File: config.mk
export PLATFORM = sky130hd
export DESIGN_NAME = timer_count_clock_control
export DESIGN_NICKNAME = d
export VERILOG_FILES = /design/src/hdl/tmr_clk_pkg.sv /design/src/hdl/prescale_if.sv /design/src/hdl/tick_prescaler.sv /design/src/hdl/timer_count_clock_control.sv
export SDC_FILE = /design/constraint.sdc
export NUM_CORES = 1
export LEC_CHECK = 0
export BUFFER_PORTS_ARGS = -buffer_cell sky130_fd_sc_hd__buf_4
export CAP_MARGIN = 5
export CORE_UTILIZATION = 54
export DETAILED_ROUTE_END_ITERATION = 12
export PLACE_DENSITY_LB_ADDON = 0.25
export SYNTH_ARGS = -nofsm -noshare
export SYNTH_HDL_FRONTEND = slang
export SYNTH_SLANG_ARGS = --single-unit
export TNS_END_PERCENT = 5
File: constraint.sdc
create_clock -name clk_i -period 4.44 [get_ports clk_i]
set_input_delay 0.444 -clock clk_i [delete_from_list [all_inputs] [get_ports clk_i]]
set_output_delay 0.444 -clock clk_i [all_outputs]
set_load 0.03 [all_outputs]
File: src/hdl/tmr_clk_pkg.sv
// Constants, field layouts and types for the dual timer count control.
// Assumes one peripheral clock domain; fast-clock ticks arrive as enables.
package tmr_clk_pkg;
	localparam logic [15:0] T0_CTRL_ADDR = 16'hff7e;
	localparam logic [15:0] T1_CTRL_ADDR = 16'hff94;
	localparam int RUN_BIT = 7;
	localparam int CS_MSB = 2;
	localparam int CS_W = 3;
	localparam logic [7:0] CTRL_MASK = 8'h87;
	localparam logic [7:0] CTRL_RESET = 8'h00;
	localparam int PLL_SEL_BIT = 3;
	localparam int MODE_MSB = 1;
	localparam int MODE_LSB = 0;
	localparam int PRE_W = 7;
	localparam int TICK_N = 8;
	localparam int CNT_W = 16;
	localparam logic [CS_W-1:0] CS_FAST = 3'h0;
	localparam logic [CS_W-1:0] CS_UNDIV = 3'h1;
	localparam logic [CNT_W-1:0] CNT_ONE = 16'h0001;
	localparam logic [CNT_W-1:0] CNT_ZERO = 16'h0000;
	typedef enum logic [1:0] {
		mode_alone,
		mode_sync_start,
		mode_sync_clear,
		mode_bad
	} timer1_mode_t;
endpackage

File: src/hdl/prescale_if.sv
// Carrier for prescaler tick enables between prescaler and control logic.
// Assumes both ends run on the same clock.
`timescale 1ns/100ps
interface prescale_if;
	logic [tmr_clk_pkg::TICK_N-1:0] tick;
	modport src (output tick);
	modport snk (input tick);
endinterface

File: src/hdl/tick_prescaler.sv
// Free-running prescaler producing one-cycle tick enables for /1 to /128.
// Assumes synchronous clock and the synchronised reset from the top.
`timescale 1ns/100ps
module tick_prescaler (
	input wire logic clk_i,
	input wire logic rst_n_i,
	prescale_if.src pre
);
	logic [tmr_clk_pkg::PRE_W-1:0] cnt_q;
	logic [tmr_clk_pkg::PRE_W-1:0] cnt_d;
	logic [tmr_clk_pkg::TICK_N-1:0] tick_q;
	logic [tmr_clk_pkg::TICK_N-1:0] tick_d;
	logic [tmr_clk_pkg::PRE_W-1:0] mask;

	// Tick k fires once every 2^k cycles
	always_comb begin
		mask = '0;
		cnt_d = cnt_q + tmr_clk_pkg::PRE_W'(1);
		for (int k = 0; k < tmr_clk_pkg::TICK_N; k++) begin
			mask = tmr_clk_pkg::PRE_W'((1 << k) - 1);
			tick_d[k] = ((cnt_q & mask) == mask);
		end
	end

	always_ff @(posedge clk_i or negedge rst_n_i) begin
		if (!rst_n_i) begin
			cnt_q <= '0;
			tick_q <= '0;
		end else begin
			cnt_q <= cnt_d;
			tick_q <= tick_d;
		end
	end

	assign pre.tick = tick_q;
endmodule

File: src/hdl/timer_count_clock_control.sv
// Count control registers, count clock selection and counters of two timers.
// Assumes CPU accesses, PLL control and mode bits come from clk_i logic.
`timescale 1ns/100ps
module timer_count_clock_control (
	input wire logic clk_i,
	input wire logic nrst_i,
	input wire logic [15:0] cpu_addr_i,
	input wire logic cpu_wr_i,
	input wire logic [7:0] cpu_wdata_i,
	input wire logic cpu_bit_wr_i,
	input wire logic [2:0] cpu_bit_sel_i,
	input wire logic cpu_bit_val_i,
	input wire logic cpu_rd_i,
	output logic [7:0] cpu_rdata_o,
	input wire logic [7:0] osc_pll_control_reg_i,
	input wire logic [7:0] timer1_ctrl1_i,
	input wire logic fast_timer_clock_tick_i,
	output logic [15:0] timer0_count_o,
	output logic [15:0] timer1_count_o,
	output logic timer0_tick_o,
	output logic timer1_tick_o
);
	logic rst_s1_q;
	logic rst_s1_d;
	logic rst_n_q;
	logic rst_n_d;
	logic [7:0] ctrl0_q;
	logic [7:0] ctrl0_d;
	logic [7:0] ctrl1_q;
	logic [7:0] ctrl1_d;
	logic [7:0] rdata_q;
	logic [7:0] rdata_d;
	logic [15:0] cnt0_q;
	logic [15:0] cnt0_d;
	logic [15:0] cnt1_q;
	logic [15:0] cnt1_d;
	logic tick0_q;
	logic tick0_d;
	logic tick1_q;
	logic tick1_d;
	logic hit0;
	logic hit1;
	logic pll_select;
	logic run0;
	logic own_run1;
	logic run1;
	logic [2:0] cs0;
	logic [2:0] cs1;
	logic sel0;
	logic own_sel1;
	logic sel1;
	tmr_clk_pkg::timer1_mode_t mode;

	prescale_if pre ();

	tick_prescaler u_pre (
		.clk_i(clk_i),
		.rst_n_i(rst_n_q),
		.pre(pre)
	);

	// Reset release synchroniser
	always_comb begin
		rst_s1_d = 1'b1;
		rst_n_d = rst_s1_q;
	end

	always_ff @(posedge clk_i or negedge nrst_i) begin
		if (!nrst_i) begin
			rst_s1_q <= 1'b0;
			rst_n_q <= 1'b0;
		end else begin
			rst_s1_q <= rst_s1_d;
			rst_n_q <= rst_n_d;
		end
	end

	// Address decode for one register
	function automatic logic addr_hit(input logic [15:0] addr, input logic [15:0] base);
		logic h;
		h = (addr == base);
		return h;
	endfunction

	// Run bit of a count control value
	function automatic logic run_bit(input logic [7:0] ctrl);
		logic r;
		r = ctrl[tmr_clk_pkg::RUN_BIT];
		return r;
	endfunction

	// Clock-select field of a count control value
	function automatic logic [2:0] cs_field(input logic [7:0] ctrl);
		logic [2:0] c;
		c = ctrl[tmr_clk_pkg::CS_MSB:0];
		return c;
	endfunction

	// Byte or single-bit write, masked to the implemented bits
	function automatic logic [7:0] reg_write(input logic [7:0] cur, input logic wr,
			input logic [7:0] wdata, input logic bwr, input logic [2:0] bsel,
			input logic bval);
		logic [7:0] v;
		v = cur;
		if (wr) begin
			v = wdata;
		end else if (bwr) begin
			v[bsel] = bval;
		end
		return v & tmr_clk_pkg::CTRL_MASK;
	endfunction

	// Tick enable for one clock-select setting
	function automatic logic pick_tick(input logic pll, input logic [2:0] cs,
			input logic [7:0] ticks, input logic fast);
		logic t;
		t = 1'b0;
		if (!pll) begin
			t = ticks[cs];
		end else begin
			case (cs)
				tmr_clk_pkg::CS_FAST: begin
					t = fast;
				end
				tmr_clk_pkg::CS_UNDIV: begin
					t = ticks[0];
				end
				default: begin
					t = 1'b0;
				end
			endcase
		end
		return t;
	endfunction

	// Next counter value: cleared while stopped, one up per tick
	function automatic logic [15:0] next_count(input logic run, input logic step,
			input logic [15:0] cur);
		logic [15:0] n;
		n = cur;
		if (!run) begin
			n = tmr_clk_pkg::CNT_ZERO;
		end else if (step) begin
			n = cur + tmr_clk_pkg::CNT_ONE;
		end
		return n;
	endfunction

	// Address decode shared by writes and reads
	always_comb begin
		hit0 = addr_hit(cpu_addr_i, tmr_clk_pkg::T0_CTRL_ADDR);
		hit1 = addr_hit(cpu_addr_i, tmr_clk_pkg::T1_CTRL_ADDR);
	end

	// First timer count control register
	always_comb begin
		ctrl0_d = ctrl0_q;
		if (hit0) begin
			ctrl0_d = reg_write(ctrl0_q, cpu_wr_i, cpu_wdata_i, cpu_bit_wr_i,
				cpu_bit_sel_i, cpu_bit_val_i);
		end
	end

	always_ff @(posedge clk_i or negedge rst_n_q) begin
		if (!rst_n_q) begin
			ctrl0_q <= tmr_clk_pkg::CTRL_RESET;
		end else begin
			ctrl0_q <= ctrl0_d;
		end
	end

	// Second timer count control register
	always_comb begin
		ctrl1_d = ctrl1_q;
		if (hit1) begin
			ctrl1_d = reg_write(ctrl1_q, cpu_wr_i, cpu_wdata_i, cpu_bit_wr_i,
				cpu_bit_sel_i, cpu_bit_val_i);
		end
	end

	always_ff @(posedge clk_i or negedge rst_n_q) begin
		if (!rst_n_q) begin
			ctrl1_q <= tmr_clk_pkg::CTRL_RESET;
		end else begin
			ctrl1_q <= ctrl1_d;
		end
	end

	// Read data register, holds until the next read
	always_comb begin
		rdata_d = rdata_q;
		if (cpu_rd_i) begin
			if (hit0) begin
				rdata_d = ctrl0_q;
			end else if (hit1) begin
				rdata_d = ctrl1_q;
			end else begin
				rdata_d = '0;
			end
		end
	end

	always_ff @(posedge clk_i or negedge rst_n_q) begin
		if (!rst_n_q) begin
			rdata_q <= '0;
		end else begin
			rdata_q <= rdata_d;
		end
	end

	// Live PLL select, second timer mode and control fields
	always_comb begin
		pll_select = osc_pll_control_reg_i[tmr_clk_pkg::PLL_SEL_BIT];
		mode = tmr_clk_pkg::timer1_mode_t'(
			timer1_ctrl1_i[tmr_clk_pkg::MODE_MSB:tmr_clk_pkg::MODE_LSB]);
		run0 = run_bit(ctrl0_q);
		own_run1 = run_bit(ctrl1_q);
		cs0 = cs_field(ctrl0_q);
		cs1 = cs_field(ctrl1_q);
	end

	// Count tick selection and second timer run control
	always_comb begin
		sel0 = pick_tick(pll_select, cs0, pre.tick, fast_timer_clock_tick_i);
		own_sel1 = pick_tick(pll_select, cs1, pre.tick, fast_timer_clock_tick_i);
		// Clock-select can be written while running; all choices are clk_i enables, so no glitch guard here
		case (mode)
			tmr_clk_pkg::mode_alone: begin
				run1 = own_run1;
				sel1 = own_sel1;
			end
			tmr_clk_pkg::mode_sync_start: begin
				run1 = own_run1 & run0;
				sel1 = own_sel1;
			end
			tmr_clk_pkg::mode_sync_clear: begin
				run1 = run0;
				sel1 = sel0;
			end
			default: begin
				run1 = 1'b0;
				sel1 = 1'b0;
			end
		endcase
	end

	// Registered copy of the first timer's count enable
	always_comb begin
		tick0_d = run0 & sel0;
	end

	always_ff @(posedge clk_i or negedge rst_n_q) begin
		if (!rst_n_q) begin
			tick0_q <= 1'b0;
		end else begin
			tick0_q <= tick0_d;
		end
	end

	// Registered copy of the second timer's count enable
	always_comb begin
		tick1_d = run1 & sel1;
	end

	always_ff @(posedge clk_i or negedge rst_n_q) begin
		if (!rst_n_q) begin
			tick1_q <= 1'b0;
		end else begin
			tick1_q <= tick1_d;
		end
	end

	// First timer counter
	always_comb begin
		cnt0_d = next_count(run0, sel0, cnt0_q);
	end

	always_ff @(posedge clk_i or negedge rst_n_q) begin
		if (!rst_n_q) begin
			cnt0_q <= tmr_clk_pkg::CNT_ZERO;
		end else begin
			cnt0_q <= cnt0_d;
		end
	end

	// Second timer counter
	always_comb begin
		cnt1_d = next_count(run1, sel1, cnt1_q);
	end

	always_ff @(posedge clk_i or negedge rst_n_q) begin
		if (!rst_n_q) begin
			cnt1_q <= tmr_clk_pkg::CNT_ZERO;
		end else begin
			cnt1_q <= cnt1_d;
		end
	end

	// Outputs straight from registers
	assign cpu_rdata_o = rdata_q;
	assign timer0_count_o = cnt0_q;
	assign timer1_count_o = cnt1_q;
	assign timer0_tick_o = tick0_q;
	assign timer1_tick_o = tick1_q;
endmodule

==> impl_metrics.tcl <==
set metrics [dict create \
    share_clk_of_total_power_pct 46.6 \
    tritoncts.num_buffers 9 \
    fp.dieArea_um2 6194 \
    finish.net_count 431 \
    outcome "completed" \
    clk-insertion-delay-late_ns 0.33 \
    initial_core_util_pct 56.99 \
    layout_common_cells "sky130_fd_sc_hd__buf_4 (72), sky130_fd_sc_hd__dfrtp_1 (62), sky130_fd_sc_hd__nor2_1 (30), sky130_fd_sc_hd__and2_1 (17)" \
    syn2layout_area_growth_pct 25.29 \
    htree_num_levels 3 \
    worst_path_max_delay_cell "sky130_fd_sc_hd__a222oi_1" \
    post-cts-setup-buffers 0 \
    clock_tree_from_tritoncts "built" \
    yosysTopAreaCellShare_pct 49.63 \
    rsz_0062_raised_after_global_routing "false" \
    pin_count_of_the_biggest_net_entering_global_routing 56 \
    drt-vias-per-instance 5.572 \
    clockBufferDepth 2 \
    post-route-util_pct 71.40 \
    synth_cell_types 54 \
    worst_setup_hold_path_clk_slew_ns 0.07 \
    power_switching_uw 260.7 \
    cp_data_required_time_ns 4.66 \
    ioPinCount 92 \
    finalWorstPathRequiredPeriod_ns 2.560 \
    timing_hold_violations_final 0 \
    finalNonFillerCells 453 \
    place_area_um2 3736 \
    max_cap_violations 0 \
    dp.cells 436 \
    globalRouteMet3Util_pct 4.483 \
    postRouteWirelength_mm 6.439 \
    netSwitchingFraction_pct 21.14 \
    synth_enable_flop_cells 0 \
    final_antenna_net_count 0 \
    ys_seq_area_share_pct 49.63 \
    synth.top_cells.by_area "sky130_fd_sc_hd__dfrtp_1 (50%), sky130_fd_sc_hd__xor2_1 (3.6%), sky130_fd_sc_hd__nor2_1 (3.5%), sky130_fd_sc_hd__and2_1 (3.3%), sky130_fd_sc_hd__mux2_2 (3.2%)" \
    async_flop_share_pct 100.0 \
    min-delay-path-class "reg -> async" \
    worstPathCellList "mux2_4, a222oi_1, a2111o_1, nor4_1, xor2_1, and2_1" \
    die_w_um 78.70 \
    grtUsageMet2_pct 38.26 \
    dpl_worst_slack_ns 1.881 \
    ctsRootBufferMaster "sky130_fd_sc_hd__clkbuf_8" \
    global_route_wire_length_before_repair_mm 10.90 \
    path_type_of_the_worst_setup_path "reg -> reg" \
    timing.max_slew.rel_slack_pct 45.34 \
    synth_seq_cells 63 \
    intPower_uw 972.6 \
    post_cts_resize_count 0 \
    drc 0 \
    placement_rows 27 \
    slew_violations 0 \
    detailroute.via_count 2524 \
    most_utilized_layer_in_the_global_route_result "met2" \
    die-height_um 78.70 \
    synthCells 302 \
    gr-usage-all-layers_pct 22.71 \
    setup_total_negative_slack_ns 0 \
    arrival_worst_endpoint_ns 2.78 \
    seqPwrFrac_pct 47.1 \
    largest_stage_delay_on_the_critical_path_ns 0.72 \
    worst_slack_ns 1.880 \
    max_clock_freq_mhz 390.7 \
    hpwlAfterDp_mm 4.624 \
    portBuffers 70 \
    power_density_nw_per_um2 309.9 \
    finClkSkew_ns 0.008540 \
    antenna_found_initial 0 \
    clock-sinks 63 \
    timing.final.crit_share_pct 57.65 \
    antennaDiodeCount 0 \
    place_congestion 0.8652 \
    synth_area_um2 3177 \
    comb_power_share_pct 6.3 \
    startpoint_type "flip-flop" \
    power.leakage_nw 1.867 \
    power.ir.vdd_worst_mv 0.2724 \
    synth-warning-count 0 \
    layout.cell_area.non_filler_um2 3980 \
    layout_commonest_cell "sky130_fd_sc_hd__buf_4" \
    grt.overflow.total 0 \
    first_pass_iters 5 \
    synthDominantAreaCellType "sky130_fd_sc_hd__dfrtp_1" \
    final-setup-viol-count 0 \
    tightest_slew_ns 0.7992 \
    number_of_global_route_vias_before_repair 2481 \
    cts_hold_buffers 1 \
    crit_path_max_fanout 9 \
    timing.critical_path.to_type "flip-flop" \
    synth_ff_type "sky130_fd_sc_hd__dfrtp_1" \
    drt_iter0_drc 155 \
    routed_wire_length_per_instance_um 14.21 \
    placeableCoreArea_um2 5574 \
    syn_area_per_cell_um2 10.52 \
    globalRouteMet1Util_pct 28.04 \
    layout-drive-gt1-share_pct 28.08 \
]
==> final cells by class <==
cell class	count	area [um2]
Inverter	7	26.28
Timing Repair Buffer	73	550.5
Tap cell	72	90.09
Clock buffer	13	168.9
Multi-Input combinational cell	222	1501
Fill cell	428	1594
Clock inverter	3	65.06
Sequential cell	63	1578
==> through the flow <==
step           hold WS (ns)  power, mW
2_1_floorplan        0.1484     0.6356
3_3_place_gp        0.07913     0.6672
3_5_place_dp        0.08614     0.6695
4_1_cts             0.08978      1.243
5_1_grt              0.1051      1.277
6_report            0.08463      1.233
==> metal layers <==
| layer | wire (um) | share of wire [%] |
|---|---|---|
| met5 | 0 | 0 |
| met4 | 119 | 1.8 |
| met3 | 327 | 5.1 |
| met2 | 3178 | 49 |
| met1 | 2813 | 44 |
==> worst max-delay path, delay by kind of cell (launching register included) <==
| family | cells | cell delay [ns] |
|---|---|---|
| compound gates | 2 | 1.17 |
| xor+xnor | 1 | 0.15 |
| flops | 1 | 0.53 |
| mux | 1 | 0.33 |
| simple gates | 2 | 0.27 |
==> sequential cells by signal, summed over array words and instances (netlist names) <==
signal and count:
timer0_tick_o 1, cpu_rdata_o 4, ctrl0_q 4, ctrl1_q 4, u_pre.cnt_q 7, rst_n_q 1
timer1_tick_o 1, u_pre.pre.tick 8, timer1_count_o 16, rst_n_d 1, timer0_count_o 16
==> synthesized netlist by cell type (3+ instances only) <==
cell / n
sky130_fd_sc_hd__nor2_1: 30
sky130_fd_sc_hd__and2_1: 17
sky130_fd_sc_hd__nand3_1: 9
sky130_fd_sc_hd__dfrtp_1: 63
sky130_fd_sc_hd__a21oi_1: 15
sky130_fd_sc_hd__a22oi_1: 4
sky130_fd_sc_hd__xor2_1: 13
sky130_fd_sc_hd__inv_1: 7
sky130_fd_sc_hd__nand4_1: 7
sky130_fd_sc_hd__nor2b_1: 5
sky130_fd_sc_hd__o2111ai_1: 3
sky130_fd_sc_hd__nand2_1: 15
sky130_fd_sc_hd__mux2i_1: 3
sky130_fd_sc_hd__or4_1: 3
sky130_fd_sc_hd__clkbuf_1: 5
sky130_fd_sc_hd__xnor2_1: 11
sky130_fd_sc_hd__mux2_2: 9
sky130_fd_sc_hd__or3_2: 3
sky130_fd_sc_hd__o21ai_0: 12
sky130_fd_sc_hd__buf_4: 5
sky130_fd_sc_hd__o31ai_1: 4
sky130_fd_sc_hd__ha_1: 5
sky130_fd_sc_hd__and3_1: 14
==> kinds of logic after synthesis <==
family / after synthesis / synth area share [%]
buffers and inverters: 21 / 3.584
DFF: 63 / 49.63
and+or+nand+nor: 118 / 20.01
muxes: 15 / 5.671
other: 2 / 0.2364
xor gates and xnor gates: 24 / 6.617
AOI/OAI and AO/OA: 54 / 12.29
adders and majority gates: 5 / 1.969
==> power by group through the flow <==
stage	Combinational (mW)	Clock, mW	Sequential, mW
CTS	0.0788	0.584	0.581
detailed placement	0.0778	0	0.592
global route	0.0860	0.610	0.581
floorplan	0.0325	0	0.603
global placement	0.0759	0	0.591
finish	0.0781	0.575	0.581
==> worst paths after layout <==
check | start | to | slack [ns] | cells past startpoint
worst max register to register | ctrl0_q[0] | timer0_count_o[15] | 1.88 | 6
max in group asynchronous | rst_n_q | timer0_count_o[11] | 3.46 | 1
worst min register to register | rst_n_q | u_pre.cnt_q[4] | 0.08 | 0
worst min-delay path | rst_n_q | u_pre.cnt_q[4] | 0.08 | 0
worst max-delay path | ctrl0_q[0] | timer0_count_o[15] | 1.88 | 6
min in group clk_i | cpu_rd_i | cpu_rdata_o[2] | 0.34 | 2
(Power assumes the default switching activity.)
